## src/usc_pkg.sv

```systemverilog
// Package of constants and frame layouts for the SPI-commanded UART core.
// ============================================================
// Operation
// - Frame top bits 0,1 returns the stored configuration fields in that frame.
// - Read-config with test bit and select low drives handshake with 16x rate clock.
// - Top reply bit appears at select fall; later bits shift on shift-clock falls.
// - Inhibit set updates only the handshake; inhibit clear transmits the byte.
// - Request-to-send pin low when handshake bit is one, high when zero.
// - Parity on sends parity equal to tx_parity_value; off sends no parity bit.
// - Seven-bit mode ignores transmit bit 7 and returns received bit 7 as zero.
// - Every reply carries receive-ready in bit 15 and transmit-buffer-not-full in bit 14.
// - Data replies carry inverted clear-to-send pin level in bit 9.
// - Data replies carry the received parity bit in bit 8.
// - Data reply bit 10 is receive activity in shutdown, framing error otherwise.
// - Read-data frame is all zeros; reply holds status, zeros, flags and byte.
// - Rate codes 0-7 divide by 1..128, codes 8-15 divide by 3..384.
// - The divided rate clock is sixteen times baud and times both directions.
// - Read-data or write-data frame releases interrupt unless a cause still holds.
// - Received characters wait in an eight-word FIFO, oldest first.
// - Entering software shutdown empties the receive FIFO.
// - FIFO enabled at power-up; fifo_disable written sets it; read back reports it.
// - extra_halt_bit selects two stop bits; infrared_timing selects IrDA pulses.
// - short_word selects seven data bits; parity adds one bit both ways.
// - Parity and activity/fault masks enable their interrupt sources.
// - Masks apply after the sixteenth shift edge; other fields after transmission ends.
// - Interrupt stays asserted while receive-ready and its mask are both set.
// ============================================================
package usc_pkg;
	localparam logic [1:0] CMD_RD_DATA = 2'h0;
	localparam logic [1:0] CMD_RD_CFG = 2'h1;
	localparam logic [1:0] CMD_WR_DATA = 2'h2;
	localparam logic [1:0] CMD_WR_CFG = 2'h3;
	localparam int FRAME_BITS = 16;
	localparam int FIFO_DEPTH = 8;
	localparam logic [3:0] RATE_RESET = 4'h0;
	localparam logic [3:0] OVERSAMPLE = 4'hF;
	localparam logic [3:0] IRDA_HIGH = 4'h3;
	localparam logic [3:0] MID_SAMPLE = 4'h7;
	// Configuration fields as stored, in frame order from bit 13 down.
	typedef struct packed {
		logic fifo_disable;
		logic sleep_req;
		logic tx_empty_irq_mask;
		logic rx_avail_irq_mask;
		logic parity_irq_mask;
		logic activity_fault_irq_mask;
		logic infrared_timing;
		logic extra_halt_bit;
		logic parity_on;
		logic short_word;
		logic [3:0] rate_select;
	} usc_cfg_t;
	localparam usc_cfg_t CFG_RESET = usc_cfg_t'(14'h0000);
	// One received character with its parity bit.
	typedef struct packed {
		logic parity;
		logic [7:0] data;
	} usc_rx_word_t;
endpackage : usc_pkg
```

## src/usc_core.sv

```systemverilog
// UART core commanded by 16-bit SPI frames, with rate generator and receive FIFO.
`timescale 1ns/1ps
module usc_core import usc_pkg::*; (
	input wire logic mclk, // Oscillator clock, 50 MHz.
	input wire logic rst_n, // Asynchronous reset, active low.
	input wire logic cs_n, // Chip select, active low, synchronous.
	input wire logic sclk, // Shift clock level, sampled on mclk.
	input wire logic serial_in, // Host command bit.
	output logic serial_out, // Reply bit to the host.
	output logic irq_n, // Interrupt request, active low.
	output logic tx_line, // UART transmit line.
	input wire logic rx_line, // UART receive line.
	output logic rts_n, // Request to send, active low.
	input wire logic cts_n, // Clear to send, active low.
	output logic sleep_state // High while in software shutdown.
);
	// ============================================================
	// Shift-clock edge detection and frame shifter
	logic sclk_q, cs_q;
	logic sck_rise, sck_fall, cs_fall, cs_rise;
	logic [4:0] bit_cnt_q;
	logic [15:0] din_q, dout_q;
	logic [15:0] reply;
	logic [1:0] cmd_q;
	logic frame_done;
	assign sck_rise = ~cs_n & sclk & ~sclk_q;
	assign sck_fall = ~cs_n & ~sclk & sclk_q;
	assign cs_fall = ~cs_n & cs_q;
	assign cs_rise = cs_n & ~cs_q;
	assign frame_done = sck_rise && (bit_cnt_q == 5'(FRAME_BITS - 1));

	// Config, UART state and FIFO declarations.
	usc_cfg_t cfg_q, cfg_pend_q;
	logic cfg_pend_v_q;
	logic rts_bit_q, test_q;
	logic tx_idle;
	logic [7:0] tx_buf_q;
	logic tx_par_q, tx_full_q;
	logic [3:0] tick_q;
	logic baud_tick, sixteen_x;
	logic [8:0] div_cnt_q;
	logic [8:0] div_ratio;
	usc_rx_word_t fifo_q [FIFO_DEPTH];
	logic [2:0] rd_ptr_q, wr_ptr_q;
	logic [3:0] count_q;
	logic fe_q, ra_q, rx_q, irq_tx_q;
	logic push, pop;
	usc_rx_word_t rx_word, head;

	// Division ratio from the rate code.
	function automatic logic [8:0] ratio_of(input logic [3:0] code);
		logic [8:0] base;
		base = 9'h001 << code[2:0];
		ratio_of = code[3] ? 9'(base * 2'd3) : base;
	endfunction : ratio_of

	// Reply word for the command held in the top two bits.
	always_comb begin
		head = fifo_q[rd_ptr_q];
		reply = 16'h0000;
		reply[15] = (count_q != 4'h0);
		reply[14] = ~tx_full_q;
		unique case (din_q[1:0])
			CMD_RD_CFG: reply[13:0] = {cfg_q.fifo_disable, sleep_state, cfg_q[11:0]};
			CMD_WR_CFG: reply[13:0] = 14'h0000;
			default: begin
				reply[10] = sleep_state ? ra_q : fe_q;
				reply[9] = ~cts_n;
				reply[8] = head.parity;
				reply[7:0] = {head.data[7] & ~cfg_q.short_word, head.data[6:0]};
			end
		endcase
	end

	// Frame shifter; the status bits load at select fall, the rest of the reply once the command bits are in.
	always_ff @(posedge mclk or negedge rst_n) begin
		if (!rst_n) begin
			sclk_q <= 1'b0;
			cs_q <= 1'b1;
			bit_cnt_q <= 5'h00;
			din_q <= 16'h0000;
			dout_q <= 16'h0000;
			cmd_q <= 2'h0;
		end else begin
			sclk_q <= sclk;
			cs_q <= cs_n;
			if (cs_fall) begin
				bit_cnt_q <= 5'h00;
				din_q <= 16'h0000;
				dout_q <= {reply[15:14], 14'h0000};
			end else if (sck_rise) begin
				bit_cnt_q <= bit_cnt_q + 5'h01;
				din_q <= {din_q[14:0], serial_in};
				if (bit_cnt_q == 5'h01) begin
					cmd_q <= {din_q[0], serial_in};
				end
			end else if (sck_fall) begin
				if (bit_cnt_q == 5'h02) begin
					dout_q <= {reply[13:0], 2'b00};
				end else begin
					dout_q <= {dout_q[14:0], 1'b0};
				end
			end
		end
	end
	// The reply bit is the top of the shifter, which moves only after select or shift-clock falls.
	assign serial_out = dout_q[15];

	// ============================================================
	// Configuration and handshake registers
	always_ff @(posedge mclk or negedge rst_n) begin
		if (!rst_n) begin
			cfg_q <= CFG_RESET;
			cfg_pend_q <= CFG_RESET;
			cfg_pend_v_q <= 1'b0;
			rts_bit_q <= 1'b0;
			test_q <= 1'b0;
		end else begin
			if (frame_done && cmd_q == CMD_WR_CFG) begin
				cfg_pend_q <= usc_cfg_t'({din_q[12:0], serial_in});
				cfg_pend_v_q <= 1'b1;
				cfg_q.tx_empty_irq_mask <= din_q[10];
				cfg_q.rx_avail_irq_mask <= din_q[9];
				cfg_q.parity_irq_mask <= din_q[8];
				cfg_q.activity_fault_irq_mask <= din_q[7];
			end else if (cfg_pend_v_q && !tx_full_q && tx_idle) begin
				cfg_q <= cfg_pend_q;
				cfg_pend_v_q <= 1'b0;
			end
			if (frame_done && cmd_q == CMD_WR_DATA) begin
				rts_bit_q <= din_q[8];
			end
			if (frame_done && cmd_q == CMD_RD_CFG) begin
				test_q <= serial_in;
			end
		end
	end
	assign sleep_state = cfg_q.sleep_req;
	assign rts_n = (test_q && !cs_n) ? sixteen_x : ~rts_bit_q;

	// ============================================================
	// Rate generator: divided clock is sixteen times baud.
	assign div_ratio = ratio_of(cfg_q.rate_select);
	assign sixteen_x = (div_cnt_q == 9'h000);
	always_ff @(posedge mclk or negedge rst_n) begin
		if (!rst_n) begin
			div_cnt_q <= 9'h000;
			tick_q <= 4'h0;
		end else begin
			div_cnt_q <= (div_cnt_q >= div_ratio - 9'h001) ? 9'h000 : div_cnt_q + 9'h001;
			if (sixteen_x) begin
				tick_q <= tick_q + 4'h1;
			end
		end
	end
	assign baud_tick = sixteen_x && (tick_q == OVERSAMPLE);

	// ============================================================
	// Transmitter, fed by a two-entry buffer
	logic [10:0] tx_sh_q;
	logic [3:0] tx_left_q;
	logic tx_bit;
	logic [1:0] tb_cnt_q;
	logic [8:0] tb_q [2];
	logic tb_rd_q, tb_wr_q;
	logic tb_in_valid, tb_in_ready, tb_out_valid, tb_out_ready;
	assign tx_idle = (tx_left_q == 4'h0);
	assign tb_in_valid = frame_done && cmd_q == CMD_WR_DATA && !din_q[9] && !sleep_state;
	assign tb_in_ready = (tb_cnt_q != 2'h2);
	assign tb_out_valid = (tb_cnt_q != 2'h0);
	assign tb_out_ready = tx_idle && baud_tick && !cfg_pend_v_q;
	assign tx_full_q = (tb_cnt_q == 2'h2);
	always_ff @(posedge mclk or negedge rst_n) begin
		if (!rst_n) begin
			tb_cnt_q <= 2'h0;
			tb_rd_q <= 1'b0;
			tb_wr_q <= 1'b0;
			tb_q[0] <= 9'h000;
			tb_q[1] <= 9'h000;
		end else begin
			if (tb_in_valid && tb_in_ready) begin
				tb_q[tb_wr_q] <= {din_q[7], din_q[6:0], serial_in};
				tb_wr_q <= ~tb_wr_q;
			end
			if (tb_out_valid && tb_out_ready) begin
				tb_rd_q <= ~tb_rd_q;
			end
			tb_cnt_q <= tb_cnt_q + 2'((tb_in_valid && tb_in_ready) ? 1 : 0)
				- 2'((tb_out_valid && tb_out_ready) ? 1 : 0);
		end
	end
	// Shift register: start, data, optional parity, stop bits, LSB first.
	always_ff @(posedge mclk or negedge rst_n) begin
		if (!rst_n) begin
			tx_sh_q <= 11'h7FF;
			tx_left_q <= 4'h0;
		end else if (tb_out_valid && tb_out_ready) begin
			if (cfg_q.short_word) begin
				tx_sh_q <= cfg_q.parity_on ? {2'b11, tb_q[tb_rd_q][8], tb_q[tb_rd_q][6:0], 1'b0}
					: {3'b111, tb_q[tb_rd_q][6:0], 1'b0};
			end else begin
				tx_sh_q <= cfg_q.parity_on ? {1'b1, tb_q[tb_rd_q][8], tb_q[tb_rd_q][7:0], 1'b0}
					: {2'b11, tb_q[tb_rd_q][7:0], 1'b0};
			end
			tx_left_q <= 4'(9 - (cfg_q.short_word ? 1 : 0) + (cfg_q.parity_on ? 1 : 0)
				+ (cfg_q.extra_halt_bit ? 2 : 1));
		end else if (baud_tick && !tx_idle) begin
			tx_sh_q <= {1'b1, tx_sh_q[10:1]};
			tx_left_q <= tx_left_q - 4'h1;
		end
	end
	// IrDA sends a short high pulse for each zero bit.
	assign tx_bit = tx_idle ? 1'b1 : tx_sh_q[0];
	always_ff @(posedge mclk or negedge rst_n) begin
		if (!rst_n) begin
			tx_line <= 1'b1;
		end else if (test_q && !cs_n) begin
			tx_line <= 1'b0;
		end else if (cfg_q.infrared_timing) begin
			tx_line <= ~tx_bit && (tick_q < IRDA_HIGH);
		end else begin
			tx_line <= tx_bit;
		end
	end

	// ============================================================
	// Receiver with mid-bit sampling on the 16x clock
	logic [3:0] rx_ph_q, rx_left_q;
	logic [9:0] rx_sh_q;
	logic rx_busy_q, rx_done, rx_in;
	assign rx_in = cfg_q.infrared_timing ? ~rx_line : rx_line;
	assign rx_done = rx_busy_q && sixteen_x && rx_ph_q == MID_SAMPLE && rx_left_q == 4'h0;
	always_ff @(posedge mclk or negedge rst_n) begin
		if (!rst_n) begin
			rx_busy_q <= 1'b0;
			rx_ph_q <= 4'h0;
			rx_left_q <= 4'h0;
			rx_sh_q <= 10'h000;
			fe_q <= 1'b0;
		end else if (sleep_state) begin
			rx_busy_q <= 1'b0;
			fe_q <= 1'b0;
		end else if (sixteen_x) begin
			rx_ph_q <= rx_ph_q + 4'h1;
			if (!rx_busy_q && !rx_in) begin
				rx_busy_q <= 1'b1;
				rx_ph_q <= 4'h0;
				rx_left_q <= 4'(9 - (cfg_q.short_word ? 1 : 0) + (cfg_q.parity_on ? 1 : 0));
			end else if (rx_busy_q && rx_ph_q == MID_SAMPLE) begin
				if (rx_left_q == 4'h0) begin
					rx_busy_q <= 1'b0;
					fe_q <= ~rx_in;
				end else begin
					rx_sh_q <= {rx_in, rx_sh_q[9:1]};
					rx_left_q <= rx_left_q - 4'h1;
				end
			end
		end
	end
	// Align the received bits: data in low bits, parity above.
	always_comb begin
		rx_word = '0;
		unique case ({cfg_q.short_word, cfg_q.parity_on})
			2'b00: rx_word.data = rx_sh_q[9:2];
			2'b01: rx_word = {rx_sh_q[9], rx_sh_q[8:1]};
			2'b10: rx_word.data = {1'b0, rx_sh_q[9:3]};
			default: rx_word = {rx_sh_q[9], 1'b0, rx_sh_q[8:2]};
		endcase
	end

	// ============================================================
	// Receive FIFO, eight deep, oldest first; depth one when disabled.
	assign push = rx_done && rx_in && (count_q < (cfg_q.fifo_disable ? 4'h1 : 4'(FIFO_DEPTH)));
	assign pop = frame_done && (cmd_q == CMD_RD_DATA || cmd_q == CMD_WR_DATA) && count_q != 4'h0;
	always_ff @(posedge mclk or negedge rst_n) begin
		if (!rst_n) begin
			rd_ptr_q <= 3'h0;
			wr_ptr_q <= 3'h0;
			count_q <= 4'h0;
			for (int i = 0; i < FIFO_DEPTH; i++) begin
				fifo_q[i] <= '0;
			end
		end else if (sleep_state || (frame_done && cmd_q == CMD_WR_CFG)) begin
			rd_ptr_q <= 3'h0;
			wr_ptr_q <= 3'h0;
			count_q <= 4'h0;
		end else begin
			if (push) begin
				fifo_q[wr_ptr_q] <= rx_word;
				wr_ptr_q <= wr_ptr_q + 3'h1;
			end
			if (pop) begin
				rd_ptr_q <= rd_ptr_q + 3'h1;
			end
			count_q <= count_q + 4'(push ? 1 : 0) - 4'(pop ? 1 : 0);
		end
	end

	// ============================================================
	// Activity flag and interrupt sources
	always_ff @(posedge mclk or negedge rst_n) begin
		if (!rst_n) begin
			ra_q <= 1'b0;
			rx_q <= 1'b1;
			irq_tx_q <= 1'b0;
		end else begin
			rx_q <= rx_line;
			if (!sleep_state) begin
				ra_q <= 1'b0;
			end else if (rx_q != rx_line) begin
				ra_q <= 1'b1;
			end
			// Set wins over the release by a data frame.
			if (tb_out_valid && tb_out_ready && tb_cnt_q == 2'h1) begin
				irq_tx_q <= 1'b1;
			end else if (frame_done && (cmd_q == CMD_RD_DATA || cmd_q == CMD_WR_DATA)) begin
				irq_tx_q <= 1'b0;
			end
		end
	end
	assign irq_n = ~((cfg_q.rx_avail_irq_mask && count_q != 4'h0)
		|| (cfg_q.parity_irq_mask && count_q != 4'h0 && head.parity)
		|| (cfg_q.activity_fault_irq_mask && (sleep_state ? ra_q : fe_q))
		|| (cfg_q.tx_empty_irq_mask && irq_tx_q));
endmodule : usc_core

```

## config.mk

```make
export PLATFORM = sky130hd
export DESIGN_NAME = usc_core
export DESIGN_NICKNAME = d
export VERILOG_FILES = /design/src/usc_pkg.sv /design/src/usc_core.sv
export SDC_FILE = /design/constraint.sdc
export NUM_CORES = 1
export LEC_CHECK = 0
export BUFFER_PORTS_ARGS = -buffer_cell sky130_fd_sc_hd__buf_2
export CAP_MARGIN = 20
export CORE_MARGIN = 4
export CORE_UTILIZATION = 50
export DETAILED_ROUTE_END_ITERATION = 10
export GPL_TIMING_DRIVEN = 0
export HOLD_SLACK_MARGIN = 0.08
export PLACE_DENSITY_LB_ADDON = 0.08
export SLEW_MARGIN = 0
export SYNTH_ARGS = -nofsm -noshare
export SYNTH_HDL_FRONTEND = slang
export SYNTH_SLANG_ARGS = --single-unit
```

## constraint.sdc

```tcl
create_clock -name mclk -period 4 [get_ports mclk]
set_clock_uncertainty 0.15 [all_clocks]
set_input_delay 0.8 -clock mclk [delete_from_list [all_inputs] [get_ports mclk]]
set_output_delay 0.8 -clock mclk [all_outputs]
set_load 0.005 [all_outputs]
```

== Yosys cells after proc, flatten, opt, wreduce, memory -nomap -nowiden ==
Index checks and enable logic that the tools add are counted.
Widths: inputs -> output; s select.

* Flip-flop bits (word level): 225
* Bits of input ports: 7
* Output and inout port bits: 5
* Word-level logic and storage cells: 294

* Equality and inequality tests: 20
* Reductions and logical operators: 76
* Shift-type cells: 1
* Muxes and demuxes: 74
* Add/sub/neg operators: 16
* $lt $le $gt $ge: 9
* $mul: 1
* Bitwise operators: 29

{| class="wikitable"
|+ Operators with widths
! kind !! count
|-
| $mux 9 || 10
|-
| $bwmux 72 || 1
|-
| $mux 16 || 4
|-
| $mux 4 || 9
|-
| $logic_and 1x1->1 || 33
|-
| $mux 1 || 29
|-
| $bmux 9 s3 || 1
|-
| $demux 9 s3 || 1
|-
| $mux 13 || 2
|-
| $pmux 8 s3 || 1
|-
| $reduce_bool 2->1 || 12
|-
| $mux 11 || 2
|-
| $pmux 11 s2 || 1
|-
| $mux 10 || 2
|-
| $not 1->1 || 19
|-
| $bwmux 18 || 1
|-
| $mux 3 || 5
|-
| $mux 12 || 1
|-
| $eq 2x2->1 const B || 5
|-
| $mux 5 || 2
|-
| $add 9x1->9 const B || 1
|-
| $demux 9 s1 || 1
|-
| $ge 9x9->1 || 1
|-
| $logic_not 9->1 || 1
|-
| 44 further kinds || 81
|}

== Depth between registers and ports, before layout ==
Gate-level depths: netlist of run 1.

* Depth after elaboration: 11
* Depth in mapped cells: 13

== Least setup slack after synthesis of run 1 ==
OpenSTA, ideal clock, no wires.

* Path type: reg-to-reg
* From: register div_cnt_q[0]
* To: register count_q[2]
* Path slack: 0.953 ns
* Cell stages (with the launch flop): 13
* Arrival: 2.758 ns
* Period minus slack after synthesis: 3.047 ns
* Data required time: 3.711 ns
* Path buffers: 1
* Cells stage by stage: dfrtp_1 -> inv_1 -> ha_1 -> or4b_4 -> nor4_4 -> nand2_2 -> buf_6 -> ha_1 -> inv_1 -> ha_1 -> fa_1 -> xnor2_1 -> nor2_1

* Longest elaborated chain between the ends: 10

{| class="wikitable"
|+ Ends and longest elaborated chain
! item !! line !! text
|-
| start: declaration || usc_core.sv:41 || <nowiki>logic [8:0] div_cnt_q;</nowiki>
|-
| start signal: assignment || usc_core.sv:150 || <nowiki>div_cnt_q <= (div_cnt_q >= div_ratio - 9'h001) ? 9'h000 : div_cnt_q + 9'h001;</nowiki>
|-
| $logic_not 9->1 || usc_core.sv:144 || <nowiki>assign sixteen_x = (div_cnt_q == 9'h000);</nowiki>
|-
| $logic_and 1x1->1 (3 in a row) || usc_core.sv:232 || <nowiki>assign rx_done = rx_busy_q && sixteen_x && rx_ph_q == MID_SAMPLE && rx_left_q == 4'h0;</nowiki>
|-
| $logic_and 1x1->1 (2 in a row) || usc_core.sv:273 || <nowiki>assign push = rx_done && rx_in && (count_q < (cfg_q.fifo_disable ? 4'h1 : 4'(FIFO_DEPTH)));</nowiki>
|-
| $mux 1 || usc_core.sv:295 || <nowiki>count_q <= count_q + 4'(push ? 1 : 0) - 4'(pop ? 1 : 0);</nowiki>
|-
| $add 4x1->4 || usc_core.sv:295 ||
|-
| $sub 4x1->4 || usc_core.sv:295 ||
|-
| $mux 4 || usc_core.sv:283 || <nowiki>end else if (sleep_state || (frame_done && cmd_q == CMD_WR_CFG)) begin</nowiki>
|-
| end signal: assignment || usc_core.sv:295 ||
|-
| end: declaration || usc_core.sv:45 || <nowiki>logic [3:0] count_q;</nowiki>
|}

Every way passes these cells.
A chain may end at the register's enable or synchronous reset.

== Final worst setup path of run 1 ==
* From: register div_cnt_q[0]
* To: output port rts_n

* Longest elaborated chain between the ends: 2

{| class="wikitable"
|+ Ends and longest elaborated chain
! item !! line !! text
|-
| $logic_not 9->1 || usc_core.sv:144 ||
|-
| $mux 1 || usc_core.sv:139 || <nowiki>assign rts_n = (test_q && !cs_n) ? sixteen_x : ~rts_bit_q;</nowiki>
|-
| end: declaration || usc_core.sv:13 || <nowiki>output logic rts_n,</nowiki>
|}

Every way passes these cells.

==> results of run 1 <==
[placed cells by master, fill, tap and decap left out, types with 7 or more instances in the layout]
cell type,synthesis,layout
dfrtp_1,208,208
nand2_1,108,108
mux2_2,96,96
o21ai_0,40,40
clkbuf_1,34,39
nor2_1,39,39
a21oi_1,35,35
ha_1,35,35
mux2i_1,26,26
inv_1,25,25
clkbuf_16,0,25
nand3_1,23,23
nor3_1,18,18
a22oi_1,17,17
xnor2_1,15,15
a22o_1,13,13
dfstp_2,13,13
nor2b_1,12,12
xor2_1,12,12
mux4_2,12,12
buf_2,2,12
nand4_1,10,10
o211ai_1,10,10
mux2_1,9,9
mux2_4,9,9
a211oi_1,8,8
and3_1,8,8
nand2b_1,8,8
o21ai_1,7,7
[sequential cells by signal, indices dropped and copies added (netlist names), 4 cells and up]
signal	count
cfg_pend_q	14
bit_cnt_q	5
cfg_q	13
count_q	4
rx_ph_q	4
din_q	13
tick_q	4
div_cnt_q	9
rx_sh_q	9
rx_left_q	4
tx_sh_q	10
tx_left_q	4
tb_q	18
dout_q	14
fifo_q	72
[worst register-to-register path: cells and delay by family, from the launching register on]
family | cells | cell delay [ns]
fa+ha+maj | 2 | 0.45
buf+inv | 1 | 0.38
flops | 1 | 0.43
mux | 1 | 0.37
simple gates | 5 | 1.80
[routing by layer]
metal	global-route usage, %	vias up
li1	-	3396
met1	33.0	3641
met2	30.7	108
met3	2.74	36
met4	4.54	0
met5	0	-
[layout make-up]
| class | instances | area (µm²) |
|---|---|---|
| Tap cell | 275 | 344 |
| Clock buffer | 37 | 721 |
| Fill cell | 1791 | 9010 |
| Sequential cell | 221 | 5550 |
| Timing Repair Buffer | 13 | 100 |
| Clock inverter | 8 | 169 |
| Buffer | 43 | 174 |
| Multi-Input combinational cell | 636 | 4930 |
| Inverter | 25 | 93.8 |
[worst max path at each step]
stage	start	end	slack, ns	cells past startpoint
final	div_cnt_q[0]	rts_n	0.20	7
after global routing	div_cnt_q[0]	rts_n	0.03	7
after CTS	rd_ptr_q[0]	irq_n	0.13	7
after detailed placement	bit_cnt_q[0]	fifo_q[55]	0.32	9
after global placement	rst_n	fifo_q[7]	-1.95	1
after floorplan	div_cnt_q[0]	count_q[2]	0.95	12
[through the flow]
stage | area, µm² | worst slack (ns) | std cells | setup TNS [ns] | total power, mW
after floorplan | 10700 | 0.953 | 925 | 0 | 2.79
after global placement | 11100 | -1.95 | 1211 | -407.02 | 2.97
after detailed placement | 11200 | 0.319 | 1212 | 0 | 2.99
after CTS | 12100 | 0.129 | 1257 | 0 | 5.47
after global routing | 12100 | 0.0334 | 1258 | 0 | 5.66
final | 12100 | 0.197 | 1258 | 0 | 5.42
[timing repair]
item,CTS,global route
endpoints found under the setup margin,1,1
resized for setup,1,2
endpoints found under the hold margin,0,0
cloned,0,0
hold buffers,0,0
[power breakdown]
| part | leakage (nW) | internal [mW] | switching, mW |
|---|---|---|---|
| clock | 0.435 | 1.56 | 0.912 |
| sequential | 2.99 | 2.35 | 0.104 |
| combinational | 2.12 | 0.182 | 0.311 |
| total | 5.54 | 4.09 | 1.33 |
[cell families after synthesis]
logic type	synth area share, %
simple gates	13.1
flops	51.6
compound gates	8.93
mux	17.2
buf+inv	2.47
fa+ha+maj	4.45
xor+xnor	2.20
==> results.md, run 1 <==
Status:
- The flow ran to the end, and the final reports show no timing, DRC or antenna violations.

Critical path:
- Across all register-to-register paths, the minimum setup slack is about 0.30 ns.
- The longest individual stage delay on the worst path is roughly 0.60 ns.
- The worst register-to-register path ends at fifo_q[55].
- The worst setup path is of the flip-flop to output pin kind.
- STA classifies the critical path startpoint as a flip-flop.
- The number of buffers and inverters on the critical path is 2.
- The beginning of the worst register-to-register path is bit_cnt_q[0].
- The number of cell instances on the worst register-to-register path is 9.
- The signal on the critical path passes through inv_1 -> ha_1 -> or4b_4 -> nor2_1 -> nand2_1 -> o21ai_0 -> buf_2.
- The worst setup path is captured at an output pin.
- At the worst endpoint, the arrival time is about 2.9 ns.
- The slowest stage cell on the critical path is nor2_1.
- The cell class contributing the biggest share of worst-path delay is simple AND/OR/NAND/NOR gates.
- The maximum fanout along the worst path is 9.
- The required time at the worst-slack endpoint is 3.05 ns.

Route:
- The pre-antenna-repair detailed-routing pass consisted of 4 iterations.
- The via-per-instance ratio is ~5.7.
- Detailed routing placed a total of 787 µm of wire on met3.
- The met1 layer wirelength in the final routing is 12200 µm.
- After detailed routing, the average wire length per cell comes to 19.1 µm.
- The starting DRC count in detailed routing is between 300 and 400.
- The total length of routed met2 wires is 10500 µm.
- The highest layer touched by signal routing is met4.
- The detailed router placed about 7200 vias in this run.
- The final routed DRC violation total is 0.
- The total length of routed wires is roughly 24000 µm.
- The count of nets left with antenna violations once routing finished came out at 0.

Final layout:
- The number of antenna diodes in the final layout is 0.
- From synthesis to final layout, the design area changed by 12.4%.
- Measured on the finished design, the core utilization comes to a little under three fifths.
- The share of final-layout standard cells stronger than drive strength 1 is around a fifth.
- In the final design database the tool counted between 1000 and 1500 nets.

Yosys:
- The library cell occupying the most area in the post-synthesis netlist is dfrtp_1.
- The Yosys step of the flow raised 0 warnings.
- In this run, distinct cell masters in the synthesized netlist total 62.
- The area share of the largest cell type after synthesis is 48.5%.
- After synthesis the cells add up to 10700 µm².
- The share of synthesized registers carrying an async set or reset is 100%.
- The prevailing post-synth register cell is dfrtp_1.
- A synthesized cell averages around 12 µm².
- The gate count of the mapped netlist is between 900 and 1000.
- The synthesized netlist net count is 969.
- Yosys mapped a number of flops with a built-in enable equal to 0.
- Yosys attributes the largest share of cell area to dfrtp_1, mux2_2, ha_1.
- Yosys instantiated no cell more often than dfrtp_1.
- Sorting the synthesized cells by how often they occur yields dfrtp_1, nand2_1, mux2_2, o21ai_0, nor2_1.
- Counting flops and latches in the post-synthesis netlist gives around 220.
- The share of synthesized area occupied by flip-flops and latches is between 50% and 60%.

Timing:
- Based on the critical path, the design can be clocked at up to ~260 MHz.
- On the final layout, the worst hold slack is roughly 0.17 ns.
- The number of failing hold endpoints at the final stage was 0.
- The count of final max-slew check failures came to 0.
- The final critical-path share of the clock period is a little over nine tenths.
- Setup repair after global routing left no endpoint under its margin.
- The clock period minus final worst setup slack is 3.80 ns.
- The total setup violations reported at the end of the flow is 0.
- The pin slew with the least headroom to its limit is ~1.1 ns.
- The headroom to the max-slew limit is roughly 28%.

Worst hold path:
- The path class of the lowest-slack min-delay path is primary input to asynchronous set/reset pin.

Die:
- The total area inside the core boundary comes to about 21000 µm².
- The initial utilization of the core area, before any placement, comes to 50.9%.
- The number of top-level pins is 12.
- The number of cell rows is between 50 and 60.
- From bottom edge to top edge, the die measures about 150 µm.
- The die span in x is approximately 150 µm.
- The area of the die is between 20000 and 25000 µm².

Place:
- Input and output buffers added on the ports amount to 11.
- Once detailed placement completed, the half-perimeter wirelength came to about 17000 µm.
- The final weighted congestion of routability-driven global placement is between 0.7 and 0.8.

Clock network:
- The deepest clock path buffer count is 3.
- The H-tree depth reported by CTS is 1.
- The number of setup buffers added after CTS is 0.
- TritonCTS built the clock tree.
- The insertion delay of the later-clocked pin in the worst-skew pair is 0.52 ns.
- The total clock buffers created by CTS is 25.
- The clock tree root driver cell is clkbuf_16.
- The number of sinks on the clock net is between 200 and 250.
- After clock tree synthesis, the clock-pin slew on the worst setup and hold paths is approximately 0.06 ns.

Global routing:
- The number of antenna violations at the first check in global routing came to 0.
- The pin count of the biggest net entering global routing is between 100 and 150.
- The total overflow left after global routing is 0.
- The number of global-route vias before repair was 7225.
- Global routing used 20.8% of the available tracks.
- The first global-routing pass estimated approximately 40000 µm of wire.

Power and ir drop:
- The analysis attributes to cell leakage a power of between 5 and 6 nW.
- The power per unit of standard cell area is approximately 450 nW/µm².
- VDD sags by at most roughly 0.32 mV.

Run:
- The number of max-capacitance violations reported is 0.
No activity file was read; power rests on OpenSTA's default activity.
==> run 2: changes to the inputs <==
==> constraint.sdc (replaced) <==
create_clock -name mclk -period 4 [get_ports mclk]
set_clock_uncertainty 0.15 [all_clocks]
set_input_delay 0.4 -clock mclk [delete_from_list [all_inputs] [get_ports mclk]]
set_output_delay 0.4 -clock mclk [all_outputs]
set_load 0.005 [all_outputs]
==> run 2 against run 1 <==
First-iteration DRC count increased by 11%. Sequential share of layout area decreased by 0.22 points. Sequential power about the same. Total power increased by 0.10%. Critical path depth increased by 2. Sequential cell count unchanged. Clock power about the same. Wire length increased by 0.50%. Global-route usage about the same. Largest power group unchanged.
==> results.md, run 2 (synthesized netlist as in run 1, its figures left out) <==
Status:
- The flow ran to the end, and the final reports show no timing, DRC or antenna violations.

Clock network:
- The H-tree depth reported by CTS is 1 (unchanged).
- The CTS clock-pin slew for the worst setup and hold paths is 0.06 ns (about the same).
- The number of buffers inserted by post-CTS setup repair is 0 (unchanged).
- The CTS tree is yes.
- The count of hold buffers inserted by post-cts repair is 6 (+6).
- Clock tree synthesis selected as its root buffer the cell clkbuf_16.
- The insertion delay of the later-clocked pin in the worst-skew pair is 0.52 ns (about the same).
- The number of sinks on the clock net is 221 (unchanged).
- The deepest clock path buffer count was 3 (unchanged).
- The total clock buffers created by CTS is 25 (unchanged).
- The count of cells resized by post-cts repair is 0 (-1).

Critical path:
- The required time at the worst-slack endpoint came to 4.25 ns (+1.20 ns).
- The worst setup path is launched from a flip-flop.
- The terminus of the critical flop-to-flop path is fifo_q[55].
- The worst setup path is of the flip-flop to flip-flop kind.
- The maximum fanout along the worst path is 10 (+1).
- The endpoint class of the critical path is a flip-flop.
- The beginning of the worst register-to-register path is bit_cnt_q[0].
- The arrival time of data at the critical path endpoint came to 3.96 ns (+1.11 ns).
- The number of cell instances on the worst register-to-register path is 9 (unchanged).
- The worst reg-to-reg setup slack was 0.30 ns (about the same).

Place:
- The number of buffers inserted by port buffering is 11 (unchanged).
- The worst setup slack after placement is 0.319 ns (unchanged).
- The area after detailed placement is 11200 µm² (unchanged).
- The HPWL after detailed placement is 16600 µm (unchanged).
- The final weighted congestion of routability-driven global placement is 0.775 (unchanged).

Die:
- The vertical die dimension is 155 µm (unchanged).
- The number of top-level pins is 12 (unchanged).
- The die span in x is 155 µm (unchanged).
- The starting utilization of the core area came to 50.9% (unchanged).
- The area of the die is 23900 µm² (unchanged).
- The number of cell rows is 53 (unchanged).
- The area of the core is 21100 µm² (unchanged).

Timing:
- The final critical-path share of the clock period was 92.5% (-2.5 points).
- The post-layout worst setup margin is 0.298 ns (+0.101 ns).
- The setup TNS came to 0 ns (unchanged).
- The number of failing hold endpoints at the final stage is 0 (unchanged).
- The count of final max-slew check failures was 0 (unchanged).
- Setup repair after global routing left no endpoint under its margin.
- The pin slew with the least headroom to its limit is 1.06 ns (-0.00312 ns).
- The total setup violations reported at the end of the flow is 0 (unchanged).
- The worst hold margin is 0.318 ns (+0.153 ns).
- The headroom to the max-slew limit is 28.7% (+0.21 points).
- The upper clock frequency limit came to 270 MHz (+2.7%).
- The clock period minus final worst setup slack is 3.70 ns (-0.101 ns).

Route:
- The total length of routed wires came to 24100 µm (+0.50%).
- The detailed-route via count is 7167 (-0.19%).
- The total length of routed met2 wires is 10500 µm (+0.51%).
- The post-detailed-route count of antenna-violating nets came to 0 (unchanged).
- The via-per-instance ratio came to 5.67 (-0.67%).
- The top layer reached by signal wires is met4.
- The met1 layer wirelength in the final routing is 12300 µm (+0.34%).
- The starting DRC count in detailed routing is 398 (+11%).
- The average wire per standard cell is 19.1 µm (about the same).
- The final routed DRC violation total came to 0 (unchanged).
- The number of optimization iterations in the first detailed-route pass was 4 (unchanged).
- The routed length on met3 is 795 µm (+1.0%).

Final layout:
- The flip-flop count of the largest register after layout was 72 (unchanged).
- Relative to the synthesized area, the layout overhead comes to 13.0%.
- The share of final-layout standard cells stronger than drive strength 1 came to 20.2% (-0.33 points).
- The register with the most flip-flops in the final layout is fifo_q.
- The count of inserted antenna diode cells was 0 (unchanged).
- The flip-flop and latch area was 5550 µm² (unchanged).
- Leaving out fill and tap cells, the most frequent cells in the layout are dfrtp_1, nand2_1, mux2_2.
- The number of nets in the layout came to 1015 (+0.59%).
- The most common cell after layout, fill and taps aside is dfrtp_1.
- The design area came to 12100 µm² (+0.48%).
- The largest registers in the layout are fifo_q x72, tb_q x18.
- The count of fill cells added during filler insertion was 1783 (-0.45%).
- The final core area utilization is 57.5% (+0.27 points).
- The area of the multi-input gates was 4930 µm² (unchanged).

Worst hold path:
- The worst hold path stage count is 2.
- The path class of the tightest hold or removal check is flip-flop to flip-flop.
- In this run the most critical hold path is launched from cfg_pend_q[10].
- The path with the worst hold slack has its endpoint at cfg_pend_q[10].

Power and ir drop:
- The total net switching power is 1.33 mW (+0.13%).
- The power per unit of standard cell area is 447 nW/µm² (-0.37%).
- The maximum vdd drop is 0.326 mV (+1.5%).
- The leakage power total is 5.56 nW (+0.33%).
- The internal power component is 4.10 mW (about the same).
- The register share of total power was 45.2% (about the same).
- The proportion of power drawn by the clock network is 45.7% (about the same).
- The combinational share of power is 9.2% (about the same).
- The switching power share of the total is 24.5% (about the same).

Global routing:
- The number of antenna violations at the first check in global routing was 0 (unchanged).
- The pin count of the biggest net entering global routing is 113 (unchanged).
- The global route total overflow is 0 (unchanged).
- The number of global-route vias before repair is 7247 (+0.30%).
- The overall global routing resource usage was 20.9% (+0.030 points).
- The first-pass GRT wire length is 40100 µm (+0.17%).

Run:
- The number of max-capacitance violations reported is 0 (unchanged).
-- run 2: area by class of cell --
type / instances / area share [%]
tap: 275 / 2.84
multi-input combinational: 636 / 40.6
sequential: 221 / 45.7
buffer: 43 / 1.41
inverter: 25 / 0.773
clock inverter: 8 / 1.39
clock buffer: 37 / 5.94
timing repair buffer: 19 / 1.32
-- run 2: per-layer routing --
metal,vias to the layer above,track usage [%]
li1,3400,-
met1,3627,33.1
met2,103,30.7
met3,37,2.74
met4,0,4.54
met5,-,0
-- run 2: through the flow --
step	total power, mW	instances
after floorplan	2.79	925
after global placement	2.97	1211
after detailed placement	2.99	1212
after CTS	5.48	1263
after global routing	5.66	1264
final	5.43	1264
-- run 2: critical path: stages, from the launching register on --
cell and delay (ns):
dfrtp_1 0.43, ha_1 0.25, and3_1 0.20, ha_1 0.19, nand4bb_1 0.22, or2_2 0.19, nand2_1 0.23, clkbuf_1 0.38
nor4_4 0.95, mux2_4 0.36
-- run 2: power groups by stage --
| stage | registers (mW) | logic, mW | clock network, mW |
|---|---|---|---|
| finish | 2.45 | 0.498 | 2.48 |
| global route | 2.47 | 0.573 | 2.62 |
| CTS | 2.45 | 0.502 | 2.52 |
| detailed placement | 2.49 | 0.496 | 0 |
| global placement | 2.49 | 0.481 | 0 |
| floorplan | 2.46 | 0.330 | 0 |
-- run 2: how the worst max path moves through the flow --
stage | from | to | slack, ns | cells after the start
2_1_floorplan | div_cnt_q[0] | count_q[2] | 0.95 | 12
3_3_place_gp | rst_n | fifo_q[7] | -1.55 | 1
3_5_place_dp | bit_cnt_q[0] | fifo_q[55] | 0.32 | 9
4_1_cts | rd_ptr_q[0] | irq_n | 0.25 | 7
5_1_grt | rd_ptr_q[0] | irq_n | 0.09 | 7
6_report | bit_cnt_q[0] | fifo_q[55] | 0.30 | 9
